`src/shared/usc_pkg.sv`:
```
`default_nettype none
package usc_pkg;
  // ---------------------------------------------------------------
  // register byte addresses
  // ---------------------------------------------------------------
  localparam logic [31:0] ADDR_SBCR  = 32'h5000_1190;
  localparam logic [31:0] ADDR_SDMAM = 32'h5000_1194;
  localparam logic [31:0] ADDR_SFE   = 32'h5000_1198;
  localparam logic [31:0] ADDR_SRT   = 32'h5000_119C;
  localparam logic [31:0] ADDR_LINE  = 32'h5000_11B0;
  localparam logic [31:0] ADDR_FIFO  = 32'h5000_11B4;
  localparam logic [31:0] ADDR_MODEM = 32'h5000_11B8;
  localparam logic [31:0] ADDR_STAT  = 32'h5000_11BC;

  // ---------------------------------------------------------------
  // field positions
  // ---------------------------------------------------------------
  localparam int LINE_BREAK_BIT = 6;
  localparam int MODEM_LOOP_BIT = 4;
  localparam int MODEM_IR_BIT   = 6;
  localparam int FIFO_EN_BIT    = 0;
  localparam int FIFO_DMA_BIT   = 3;
  localparam int FIFO_TXT_LSB   = 4;
  localparam int FIFO_TRIG_LSB  = 6;
  localparam int STAT_RXHIT    = 0;
  localparam int STAT_RXREQ    = 1;
  localparam int STAT_TXREQ    = 2;
  localparam int STAT_SOUT     = 3;

  // ---------------------------------------------------------------
  // reset values and encodings
  // ---------------------------------------------------------------
  localparam logic [7:0] REG8_RST  = 8'h00;
  localparam logic [1:0] FIELD_RST = 2'h0;
  localparam logic [1:0] TRIG_ONE  = 2'h0;
  localparam logic [1:0] TRIG_HLFA = 2'h1;
  localparam logic [1:0] TRIG_HLFB = 2'h2;
  localparam logic [1:0] TRIG_TWOL = 2'h3;
  localparam int TRIG_GAP = 2;

  // ---------------------------------------------------------------
  // timing
  // ---------------------------------------------------------------
  localparam int CLK_FREQ_HZ        = 40_000_000;
  localparam int IR_PULSE_PERIOD_NS = 1000;
  localparam int IR_PULSE_CYCLES    =
    (IR_PULSE_PERIOD_NS * (CLK_FREQ_HZ / 1_000_000)) / 1000;
endpackage
`default_nettype wire

```
`src/shared/usc_field_if.sv`:
```
`timescale 1ns/1ps
`default_nettype none
interface usc_field_if #(parameter int W = 1);
  logic         wrShadow;
  logic         wrPrimary;
  logic [W-1:0] dShadow;
  logic [W-1:0] dPrimary;
  logic [W-1:0] q;
  modport ctrl (output wrShadow, wrPrimary, dShadow, dPrimary, input q);
  modport fld  (input wrShadow, wrPrimary, dShadow, dPrimary, output q);
endinterface
`default_nettype wire

```
`src/rtl/usc_field_reg.sv`:
```
`timescale 1ns/1ps
`default_nettype none
module usc_field_reg
  import usc_pkg::*;
#(
  parameter int         W   = 1,
  parameter logic [1:0] RST = FIELD_RST
) (
  input wire logic clk,
  input wire logic srst,
  usc_field_if.fld fb
);
  logic [W-1:0] q_reg;
  logic [W-1:0] q_next;

  // ---------------------------------------------------------------
  // one state, two write locations
  // ---------------------------------------------------------------
  always_comb begin
    q_next = q_reg;
    if (fb.wrShadow) begin
      q_next = fb.dShadow;
    end else if (fb.wrPrimary) begin
      q_next = fb.dPrimary;
    end
  end

  always_ff @(posedge clk) begin
    if (srst) begin
      q_reg <= RST[W-1:0];
    end else begin
      q_reg <= q_next;
    end
  end

  assign fb.q = q_reg;
endmodule // usc_field_reg
`default_nettype wire

```
`src/rtl/usc_pulse_gen.sv`:
```
`timescale 1ns/1ps
`default_nettype none
module usc_pulse_gen #(
  parameter int PERIOD = 40
) (
  input  wire logic clk,
  input  wire logic srst,
  input  wire logic run,
  output var  logic pulse_n
);
  localparam int CW = (PERIOD > 1) ? $clog2(PERIOD) : 1;
  localparam logic [CW-1:0] TOP = CW'(PERIOD - 1);

  logic [CW-1:0] cnt_reg;
  logic [CW-1:0] cnt_next;
  logic          pulse_reg;
  logic          pulse_next;

  // ---------------------------------------------------------------
  // one low cycle every PERIOD cycles while running
  // ---------------------------------------------------------------
  always_comb begin
    cnt_next   = TOP;
    pulse_next = 1'b1;
    if (run) begin
      cnt_next   = (cnt_reg == '0) ? TOP : cnt_reg - 1'b1;
      pulse_next = (cnt_reg != '0);
    end
  end

  always_ff @(posedge clk) begin
    if (srst) begin
      cnt_reg   <= TOP;
      pulse_reg <= 1'b1;
    end else begin
      cnt_reg   <= cnt_next;
      pulse_reg <= pulse_next;
    end
  end

  assign pulse_n = pulse_reg;
endmodule // usc_pulse_gen
`default_nettype wire

```
`src/rtl/usc_shadow_ctrl.sv`:
```
// Behaviour
// - the shadow break bit and the line control break bit are one state.
// - break with loopback off drives the serial output low until cleared.
// - break in infrared mode with loopback off pulses the active-low infrared output.
// - in loopback the break goes to the own receiver, not the line.
// - the shadow dma mode bit aliases the fifo control dma mode bit.
// - the shadow fifo enable aliases the fifo control enable bit.
// - fifo enable going 1 to 0 resets both fifo controllers.
// - the shadow receive trigger aliases the fifo control trigger field.
// - trigger 00 one char, 01 and 10 half full, 11 two less than full.
// - in dma mode 1 the receive request asserts at the trigger level.
//
// The Avalon-MM register port is this design's own decision.
`timescale 1ns/1ps
`default_nettype none
module usc_shadow_ctrl
  import usc_pkg::*;
#(
  parameter int FIFO_DEPTH = 16,
  parameter int LVL_W      = $clog2(FIFO_DEPTH + 1)
) (
  input  wire logic             clk,
  input  wire logic             srst,
  input  wire logic [31:0]      avs_address,
  input  wire logic             avs_read,
  input  wire logic             avs_write,
  input  wire logic [31:0]      avs_writedata,
  input  wire logic [3:0]       avs_byteenable,
  output var  logic [31:0]      avs_readdata,
  output var  logic             avs_waitrequest,
  input  wire logic             txSerial,
  input  wire logic             irTxData_n,
  input  wire logic [LVL_W-1:0] rxLevel,
  input  wire logic [LVL_W-1:0] txLevel,
  output var  logic             serialOut,
  output var  logic             irOut_n,
  output var  logic             loopRx,
  output var  logic             fifoEnable,
  output var  logic             txFifoReset,
  output var  logic             rxFifoReset,
  output var  logic             rxThresholdHit,
  output var  logic             dmaMode,
  output var  logic             dmaTxReq_n,
  output var  logic             dmaRxReq_n
);
  localparam logic [LVL_W-1:0] LVL_ONE  = LVL_W'(1);
  localparam logic [LVL_W-1:0] LVL_HALF = LVL_W'(FIFO_DEPTH / 2);
  localparam logic [LVL_W-1:0] LVL_TWOL = LVL_W'(FIFO_DEPTH - TRIG_GAP);
  localparam logic [LVL_W-1:0] LVL_FULL = LVL_W'(FIFO_DEPTH);

  // ---------------------------------------------------------------
  // avalon slave, one wait cycle per access
  // ---------------------------------------------------------------
  logic        ack_reg;
  logic        ack_next;
  logic [31:0] rd_reg;
  logic [31:0] rd_next;
  logic [31:0] rdMux;
  logic        reqOn;
  logic        wrTake;

  assign reqOn           = avs_read | avs_write;
  assign avs_waitrequest = reqOn & ~ack_reg;
  assign wrTake          = avs_write & ack_reg & avs_byteenable[0];

  // ---------------------------------------------------------------
  // aliased fields
  // ---------------------------------------------------------------
  usc_field_if #(.W(1)) brkIf ();
  usc_field_if #(.W(1)) dmaIf ();
  usc_field_if #(.W(1)) fenIf ();
  usc_field_if #(.W(2)) trgIf ();

  assign brkIf.wrShadow  = wrTake && (avs_address == ADDR_SBCR);
  assign brkIf.wrPrimary = wrTake && (avs_address == ADDR_LINE);
  assign brkIf.dShadow   = avs_writedata[0];
  assign brkIf.dPrimary  = avs_writedata[LINE_BREAK_BIT];
  assign dmaIf.wrShadow  = wrTake && (avs_address == ADDR_SDMAM);
  assign dmaIf.wrPrimary = wrTake && (avs_address == ADDR_FIFO);
  assign dmaIf.dShadow   = avs_writedata[0];
  assign dmaIf.dPrimary  = avs_writedata[FIFO_DMA_BIT];
  assign fenIf.wrShadow  = wrTake && (avs_address == ADDR_SFE);
  assign fenIf.wrPrimary = wrTake && (avs_address == ADDR_FIFO);
  assign fenIf.dShadow   = avs_writedata[0];
  assign fenIf.dPrimary  = avs_writedata[FIFO_EN_BIT];
  assign trgIf.wrShadow  = wrTake && (avs_address == ADDR_SRT);
  assign trgIf.wrPrimary = wrTake && (avs_address == ADDR_FIFO);
  assign trgIf.dShadow   = avs_writedata[1:0];
  assign trgIf.dPrimary  = avs_writedata[FIFO_TRIG_LSB +: 2];

  usc_field_reg #(.W(1)) uBrk (.clk(clk), .srst(srst), .fb(brkIf));
  usc_field_reg #(.W(1)) uDma (.clk(clk), .srst(srst), .fb(dmaIf));
  usc_field_reg #(.W(1)) uFen (.clk(clk), .srst(srst), .fb(fenIf));
  usc_field_reg #(.W(2)) uTrg (.clk(clk), .srst(srst), .fb(trgIf));

  logic       brk;
  logic       fen;
  logic [1:0] trig;
  assign brk  = brkIf.q;
  assign fen  = fenIf.q;
  assign trig = trgIf.q;

  // ---------------------------------------------------------------
  // remaining control bits
  // ---------------------------------------------------------------
  logic [7:0] line_reg;
  logic [7:0] line_next;
  logic [7:0] modem_reg;
  logic [7:0] modem_next;
  logic [1:0] txt_reg;
  logic [1:0] txt_next;
  logic       loop;
  logic       irMode;

  assign loop   = modem_reg[MODEM_LOOP_BIT];
  assign irMode = modem_reg[MODEM_IR_BIT];

  always_comb begin
    line_next  = line_reg;
    modem_next = modem_reg;
    txt_next   = txt_reg;
    if (wrTake && (avs_address == ADDR_LINE)) begin
      line_next = avs_writedata[7:0];
      line_next[LINE_BREAK_BIT] = 1'b0;
    end
    if (wrTake && (avs_address == ADDR_MODEM)) begin
      modem_next = avs_writedata[7:0];
    end
    if (wrTake && (avs_address == ADDR_FIFO)) begin
      txt_next = avs_writedata[FIFO_TXT_LSB +: 2];
    end
  end

  // ---------------------------------------------------------------
  // read mux and bus handshake
  // ---------------------------------------------------------------
  always_comb begin
    rdMux = '0;
    unique case (avs_address)
      ADDR_SBCR:  rdMux[0]   = brk;
      ADDR_SDMAM: rdMux[0]   = dmaMode;
      ADDR_SFE:   rdMux[0]   = fen;
      ADDR_SRT:   rdMux[1:0] = trig;
      ADDR_LINE: begin
        rdMux[7:0] = line_reg;
        rdMux[LINE_BREAK_BIT] = brk;
      end
      ADDR_FIFO: begin
        rdMux[FIFO_EN_BIT]         = fen;
        rdMux[FIFO_DMA_BIT]        = dmaMode;
        rdMux[FIFO_TXT_LSB +: 2]   = txt_reg;
        rdMux[FIFO_TRIG_LSB +: 2]  = trig;
      end
      ADDR_MODEM: rdMux[7:0] = modem_reg;
      ADDR_STAT: begin
        rdMux[STAT_RXHIT] = rxThresholdHit;
        rdMux[STAT_RXREQ] = ~dmaRxReq_n;
        rdMux[STAT_TXREQ] = ~dmaTxReq_n;
        rdMux[STAT_SOUT]  = serialOut;
      end
      default:    rdMux = '0;
    endcase
  end

  always_comb begin
    ack_next = reqOn & ~ack_reg;
    rd_next  = rd_reg;
    if (avs_read && !ack_reg) begin
      rd_next = rdMux;
    end
  end

  // ---------------------------------------------------------------
  // line, infrared and loopback paths
  // ---------------------------------------------------------------
  logic irPulse_n;
  logic irBrk;
  logic sout_reg;
  logic sout_next;
  logic ir_reg;
  logic ir_next;
  logic lrx_reg;
  logic lrx_next;

  assign irBrk = irMode & brk & ~loop;

  usc_pulse_gen #(.PERIOD(IR_PULSE_CYCLES)) uIrp (
    .clk     (clk),
    .srst    (srst),
    .run     (irBrk),
    .pulse_n (irPulse_n)
  );

  always_comb begin
    sout_next = loop ? 1'b1 : (brk ? 1'b0 : txSerial);
    lrx_next  = loop ? (brk ? 1'b0 : txSerial) : 1'b1;
    ir_next   = 1'b1;
    if (irMode && !loop) begin
      ir_next = brk ? irPulse_n : irTxData_n;
    end
  end

  // ---------------------------------------------------------------
  // fifo enable, trigger and dma requests
  // ---------------------------------------------------------------
  logic fenQ_reg;
  logic frst_reg;
  logic frst_next;
  logic hit;
  logic hit_reg;
  logic rxHold_reg;
  logic rxHold_next;
  logic txHold_reg;
  logic txHold_next;

  assign frst_next = fenQ_reg & ~fen;

  always_comb begin
    hit = (rxLevel >= LVL_ONE);
    if (fen) begin
      unique case (trig)
        TRIG_ONE:             hit = (rxLevel >= LVL_ONE);
        TRIG_HLFA, TRIG_HLFB: hit = (rxLevel >= LVL_HALF);
        TRIG_TWOL:            hit = (rxLevel >= LVL_TWOL);
      endcase
    end
  end

  always_comb begin
    rxHold_next = rxHold_reg;
    txHold_next = txHold_reg;
    if (!dmaMode) begin
      rxHold_next = (rxLevel != '0);
      txHold_next = (txLevel == '0);
    end else begin
      if (hit) begin
        rxHold_next = 1'b1;
      end else if (rxLevel == '0) begin
        rxHold_next = 1'b0;
      end
      if (txLevel == '0) begin
        txHold_next = 1'b1;
      end else if (txLevel == LVL_FULL) begin
        txHold_next = 1'b0;
      end
    end
  end

  // ---------------------------------------------------------------
  // registers
  // ---------------------------------------------------------------
  always_ff @(posedge clk) begin
    if (srst) begin
      ack_reg    <= 1'b0;
      rd_reg     <= '0;
      line_reg   <= REG8_RST;
      modem_reg  <= REG8_RST;
      txt_reg    <= FIELD_RST;
      sout_reg   <= 1'b1;
      ir_reg     <= 1'b1;
      lrx_reg    <= 1'b1;
      fenQ_reg   <= 1'b0;
      frst_reg   <= 1'b0;
      hit_reg    <= 1'b0;
      rxHold_reg <= 1'b0;
      txHold_reg <= 1'b0;
    end else begin
      ack_reg    <= ack_next;
      rd_reg     <= rd_next;
      line_reg   <= line_next;
      modem_reg  <= modem_next;
      txt_reg    <= txt_next;
      sout_reg   <= sout_next;
      ir_reg     <= ir_next;
      lrx_reg    <= lrx_next;
      fenQ_reg   <= fen;
      frst_reg   <= frst_next;
      hit_reg    <= hit;
      rxHold_reg <= rxHold_next;
      txHold_reg <= txHold_next;
    end
  end

  assign avs_readdata   = rd_reg;
  assign serialOut      = sout_reg;
  assign irOut_n        = ir_reg;
  assign loopRx         = lrx_reg;
  assign fifoEnable     = fenQ_reg;
  assign txFifoReset    = frst_reg;
  assign rxFifoReset    = frst_reg;
  assign rxThresholdHit = hit_reg;
  assign dmaMode        = dmaIf.q;
  assign dmaTxReq_n     = ~txHold_reg;
  assign dmaRxReq_n     = ~rxHold_reg;

  // ---------------------------------------------------------------
  // checks
  // ---------------------------------------------------------------
  localparam int IR_BOUND = IR_PULSE_CYCLES + 2;
endmodule // usc_shadow_ctrl
`default_nettype wire

```
`config.mk`:
```
export PLATFORM = sky130hd
export DESIGN_NAME = usc_shadow_ctrl
export DESIGN_NICKNAME = d
export VERILOG_FILES = /design/src/shared/usc_pkg.sv /design/src/shared/usc_field_if.sv /design/src/rtl/usc_field_reg.sv /design/src/rtl/usc_pulse_gen.sv /design/src/rtl/usc_shadow_ctrl.sv
export SDC_FILE = /design/constraint.sdc
export NUM_CORES = 1
export LEC_CHECK = 0
export BUFFER_PORTS_ARGS = -buffer_cell sky130_fd_sc_hd__buf_2
export CAP_MARGIN = 20
export CORE_MARGIN = 2
export CORE_UTILIZATION = 50
export DETAILED_ROUTE_END_ITERATION = 10
export PLACE_DENSITY = 0.85
export SETUP_SLACK_MARGIN = 0.2
export SLEW_MARGIN = 20
export SYNTH_ARGS = -nofsm -noshare
export SYNTH_HDL_FRONTEND = slang
export SYNTH_HIERARCHICAL = 1
export SYNTH_SLANG_ARGS = --single-unit
```
`constraint.sdc`:
```
create_clock -name clk -period 2.9 [get_ports clk]
set_clock_uncertainty 0.2 [all_clocks]
set_input_delay 0.145 -clock clk [delete_from_list [all_inputs] [get_ports clk]]
set_output_delay 0.145 -clock clk [all_outputs]
set_load 0.02 [all_outputs]
```
# After elaboration in Yosys (flattened, before gate mapping)
# Cells that the tools add are included.
word_totals:
  ff_bits: 46
  elab_cells: 102
classes:
  n_addsub: 1
  n_lt_le_gt_ge: 3
  eq_ne: 14
  mux: 23
  n_bitwise: 14
  n_reduce_logical: 28
op_table:
  columns: ["op", "n"]
  rows:
  - ["$eq 32x31->1 const B", 8]
  - ["$mux 1", 15]
  - ["$pmux 4 s3", 1]
  - ["$reduce_or 2->1", 6]
  - ["$ge 5x4->1 const B", 2]
  - ["$logic_not 5->1", 2]
  - ["$logic_and 1x1->1", 9]
  - ["$pmux 1 s4", 2]
  - ["$reduce_bool 2->1", 4]
  - ["$not 1->1", 7]
  - ["$pmux 1 s7", 1]
  - ["$and 1x1->1", 6]
  - ["$logic_not 6->1", 1]
  - ["$ne 3x3->1 const B", 2]
  - ["$pmux 1 s3", 2]
  - ["$reduce_bool 6->1", 1]
  - ["$sub 6x1->6 const B", 1]
  - ["$eq 5x5->1 const B", 1]
  - ["$ge 5x1->1 const B", 1]
  - ["$reduce_bool 5->1", 1]
  - ["$eq 2x2->1 const B", 2]
  - ["$mux 2", 2]
  - ["$reduce_or 3->1", 1]
  - ["$eq 2x1->1 const B", 1]
  - ["3 further kinds", 4]

# Longest topological paths before layout
logic_depth:
  word_depth: 6
  mapped_depth: 6
  ltp_nobuf: 6

# Modules after synthesis
# Netlist, hierarchy kept.
modules_own_cells:
  columns: ["mod", "instances", "cells_per_inst", "area_per_inst_um2", "seq_area_each_um2"]
  rows:
  - ["usc_shadow_ctrl", 1, 226, 2139.6, 680.7]
  - ["usc_pulse_gen", 1, 33, 317.8, 140.1]
  - ["usc_field_reg (uBrk ...)", 3, 5, 52.6, 20.0]
  - ["usc_field_reg (uTrg)", 1, 9, 91.3, 40.0]

# Least setup slack after synthesis
# Ideal clock, no wire load.
synth_path:
  kind: "reg2reg"
  startpoint: "register ack_reg"
  endpoint: "register uBrk.q_reg (netlist: uBrk/fb.q)"
  setup_time_ns: 0.123
  arrival_ns: 1.540
  t_required_ns: 2.577
  setup_slack_ns: 1.037
  stages_incl_launch_ff: 6
  period_less_slack_ns: 1.863
  cell_sequence: "dfxtp_1 -> nand3_1 -> or3_1 -> nor3_4 -> mux2i_1 -> a211oi_2"
synth_between:
  elab_chain_cells: 4
  elab_cells_between_ends: 6
synth_lines:
  columns: ["item", "line_no", "rtl"]
  rows:
  - ["start, declared", "usc_shadow_ctrl.sv:54", "logic ack_reg;"]
  - ["start signal, assigned", "usc_shadow_ctrl.sv:268", "ack_reg <= ack_next;"]
  - ["$and 1x1->1 (2 in series)", "usc_shadow_ctrl.sv:64", "assign wrTake = avs_write & ack_reg & avs_byteenable[0];"]
  - ["$logic_and 1x1->1", "usc_shadow_ctrl.sv:75", "assign brkIf.wrPrimary = wrTake && (avs_address == ADDR_LINE);"]
  - ["named net brkIf.wrPrimary", "usc_field_if.sv:5", "logic wrPrimary;"]
  - ["$reduce_bool 2->1 (no source line)", null, null]
  - ["end signal, assigned", "usc_field_reg.sv:30", "q_reg <= RST[W-1:0];"]
  - ["end signal, assigned", "usc_field_reg.sv:32", "q_reg <= q_next;"]
  - ["end, declared", "usc_field_reg.sv:13", "logic [W-1:0] q_reg;"]
# The timed path passes the listed nets, and every way through them passes these cells.
# A chain may end at the register's enable or synchronous reset.

# Final worst setup path
# Ends and elaborated chain as after synthesis.

==> impl_metrics.ini <==
[logic_synthesis]
post-synth-top-area-fraction = 0.3403
synthTopCellsByArea = sky130_fd_sc_hd__dfxtp_1, sky130_fd_sc_hd__mux2i_1, sky130_fd_sc_hd__buf_4, sky130_fd_sc_hd__nand2b_1, sky130_fd_sc_hd__nor2b_1
yosys-mux-area-fraction = 0.1341
synth_xor_area_frac = 0.009709
synth_seq_cells = 46
cell_accounting_for_the_most_synthesized_area = sky130_fd_sc_hd__dfxtp_1
synth_adder_area_share = 0.01849
synth-main-ff-cell = sky130_fd_sc_hd__dfxtp_1
avgSynthCellArea_um2 = 9.563
synth_cells = 283
synth_top_family_by_area = simple AND/OR/NAND/NOR gates
number_of_library_cell_types_mapped_by_synthesis = 50
synth-simple-area-share = 0.3084
yosysWarningCount = 6
ys_async_sr_fraction = 0
ys_seq_area_frac = 0.3403
area_fraction_in_compound_gates_after_synthesis = 0.08923
synth-edff-count = 0
syn-cell-area_um2 = 2706

[layout]
final_net_count = 458
area.growth.synth_to_final_pct = 21.08
insertedDiodeCount = 0
drive_above_1_share = 0.2776
multi_input_combinational_cell_area_um2 = 1605
final-seq-area_um2 = 920.9
finish.utilization = 0.6335
n_fill_cell = 431

[route]
drt_first_pass_iters = 4
route.detailed.drc = 0
wl_per_cell_um = 13.38
final_antenna_net_count = 0
avgViaCountPerCell = 5.127
drt_wl_total_mm = 5.902
vias = 2261
drtIter0Drc = 156

[clocking]
clk_latency_ns = 0.30
cts_tree = done
ctsRootBufferMaster = sky130_fd_sc_hd__clkbuf_8
cts.sink_count = 46
htree_num_levels = 2
clkTransAtPathRegs_ns = 0.08
cts_inserted_buffers = 5
clockBufferDepth = 2
cts_resized = 0
count_of_buffers_added_by_post_cts_timing_repair_for_setup = 0

[global_routing]
grt_overflow_total = 0
grt_antenna_before_repair = 0
grt_start_max_net_pins = 48
grt_first_pass_wirelength_mm = 9.894
total_routing_usage_gr = 0.2049
grt_pass1_vias = 2178

[placed_design]
gp_routability_congestion = 0.8105
dp.final_hpwl_mm = 4.442
port_buffers = 75

[floorplan]
die-width_um = 77.57
initial_utilization = 0.5232
die-area_um2 = 6017
cell_rows = 26
core_area_um2 = 5172
die_height_um = 77.57
io_pins = 127

[sta]
report.final.slew_viol_count = 0
fin_crit_sh = 0.6933
maxSlewHeadroom = 0.5275
fin_tns_setup_ns = 0
setup_viol = 0
worst_pin_slew_ns = 0.7088
grt_setup_unrepaired = no
timing.final.hold_violations = 0
fmax_ghz = 0.4974
finalWorstPathRequiredPeriod_ns = 2.011

[power_and_ir_drop]
p_leak_nw = 1.381
peakVddDrop_mv = 0.2237
pwr_density_cell_nw_per_um2 = 368.5

[worst_setup_path]
path_cells = nand3_1 -> or3_1 -> nor3_4 -> mux2i_1 -> a211oi_2
type_of_the_worst_setup_path = reg2reg
slowest_delay_ns = 0.41
worst_path_max_delay_cell = sky130_fd_sc_hd__dfxtp_1
cp_endpoint_kind = flip-flop
top_fanout_value_on_the_critical_path = 6
cp_data_required_time_ns = 2.87
worstPathArrival_ns = 1.98
cp-start-kind = flip-flop

[outcome]
outcome = finished, final reports clean

[worst_hold_path]
timing.hold.worst.class = in2reg

[flow_run]
drv_cap = 0
## through the flow
step	worst slack (ns)	instance area, um^2	hold WS [ns]	cells	total power [mW]
floorplan	1.037	2793	0.009646	306	0.7651
detailed placement	0.7456	3045	0.1789	419	0.8024
global placement	0.7742	3045	0.1768	419	0.7979
CTS	0.9059	3277	0.03448	441	1.216
finish	0.8894	3277	0.03341	441	1.207
global route	0.8238	3277	0.07249	441	1.258
## metal layers
layer / share of wire / track usage
met1: 0.42 / 0.2401
met2: 0.50 / 0.3548
met3: 0.052 / 0.05233
met4: 0.028 / 0.08571
met5: 0 / 0
## what timing repair did
item / CTS / global route
endpoints found under the hold margin: 25 / 0
hold buffers: 14 / 0
endpoints found under the setup margin: 0 / 0
## worst paths after layout
check	startpoint	end	slack [ns]	cells past startpoint
setup / recovery	ack_reg	uBrk/fb.q	0.89	5
hold / removal	txLevel[2]	txHold_reg	0.03	4
setup reg to reg	ack_reg	uBrk/fb.q	0.89	5
hold reg to reg	uIrp/cnt_reg[0]	uIrp/cnt_reg[0]	0.21	1
## cell usage in the layout, fill, tap and decap left out, types with 3 or more instances in the layout
cell / instances
sky130_fd_sc_hd__nor2b_1: 13
sky130_fd_sc_hd__nand3_1: 8
sky130_fd_sc_hd__a211oi_1: 3
sky130_fd_sc_hd__nor3b_1: 3
sky130_fd_sc_hd__conb_1: 24
sky130_fd_sc_hd__a21oi_1: 8
sky130_fd_sc_hd__clkbuf_8: 6
sky130_fd_sc_hd__inv_1: 11
sky130_fd_sc_hd__buf_2: 75
sky130_fd_sc_hd__nand2_1: 14
sky130_fd_sc_hd__nand2b_1: 27
sky130_fd_sc_hd__a211oi_2: 3
sky130_fd_sc_hd__xnor2_1: 3
sky130_fd_sc_hd__nor3_1: 3
sky130_fd_sc_hd__ha_1: 4
sky130_fd_sc_hd__or4_1: 5
sky130_fd_sc_hd__o22ai_1: 3
sky130_fd_sc_hd__a2bb2oi_1: 4
sky130_fd_sc_hd__nor2_1: 14
sky130_fd_sc_hd__dlygate4sd3_1: 14
sky130_fd_sc_hd__nand4_1: 3
sky130_fd_sc_hd__mux2i_1: 34
sky130_fd_sc_hd__dfxtp_1: 46
sky130_fd_sc_hd__nor4b_4: 3
## power breakdown
part / switching [mW] / leakage (nW) / internal, mW
Sequential: 0.00311 / 0.372 / 0.635
Combinational: 0.0973 / 0.961 / 0.0692
Clock: 0.211 / 0.0482 / 0.192
Total: 0.311 / 1.38 / 0.896
## layout make-up
cell class | instances | area share
timing repair buffer | 91 | 0.1619
clock buffer | 7 | 0.02635
sequential | 46 | 0.2810
inverter | 11 | 0.01260
clock inverter | 1 | 0.001527
multi-input combinational | 215 | 0.4899
tap | 70 | 0.02673
## critical path: cells and delay by family (launching register included)
family,cells,cell delay (ns)
AO/OA/AOI/OAI,1,0.09
flip-flops,1,0.41
multiplexers,1,0.27
AND/OR/NAND/NOR,3,0.90
## kinds of logic (layout without fill, tap and decap cells)
| logic type | Yosys count | in the layout |
|---|---|---|
| AO/OA/AOI/OAI | 32 | 32 |
| XOR/XNOR | 3 | 3 |
| adder cells (fa/ha/maj) | 4 | 4 |
| buffers and inverters | 45 | 110 |
| flip-flops | 46 | 46 |
| multiplexers | 35 | 35 |
| other | 1 | 24 |
| AND/OR/NAND/NOR | 117 | 117 |
## synthesized netlist by cell type, types with 2 or more instances
cell,instances
sky130_fd_sc_hd__and4_1,2
sky130_fd_sc_hd__nand2b_1,27
sky130_fd_sc_hd__o22ai_1,3
sky130_fd_sc_hd__dfxtp_1,46
sky130_fd_sc_hd__nor2_1,14
sky130_fd_sc_hd__nor3_1,3
sky130_fd_sc_hd__nor2b_1,13
sky130_fd_sc_hd__and3_1,2
sky130_fd_sc_hd__ha_1,4
sky130_fd_sc_hd__nor4b_4,3
sky130_fd_sc_hd__buf_2,3
sky130_fd_sc_hd__a21oi_1,8
sky130_fd_sc_hd__inv_1,11
sky130_fd_sc_hd__o21ai_0,2
sky130_fd_sc_hd__nand4_1,3
sky130_fd_sc_hd__or4_1,5
sky130_fd_sc_hd__and4_2,2
sky130_fd_sc_hd__nor3_2,2
sky130_fd_sc_hd__clkbuf_1,5
sky130_fd_sc_hd__mux2i_1,34
sky130_fd_sc_hd__a2bb2oi_1,4
sky130_fd_sc_hd__nor3_4,2
sky130_fd_sc_hd__buf_4,25
sky130_fd_sc_hd__nor3b_1,3
sky130_fd_sc_hd__nor4b_1,2
sky130_fd_sc_hd__nand4_4,2
sky130_fd_sc_hd__nand3_1,8
sky130_fd_sc_hd__a211oi_2,3
sky130_fd_sc_hd__a211oi_1,3
sky130_fd_sc_hd__o31ai_1,2
sky130_fd_sc_hd__xnor2_1,3
sky130_fd_sc_hd__o41a_1,2
sky130_fd_sc_hd__nand2_1,14
sky130_fd_sc_hd__nor4_4,2
Note: power is estimated with default switching activity, not from simulation.
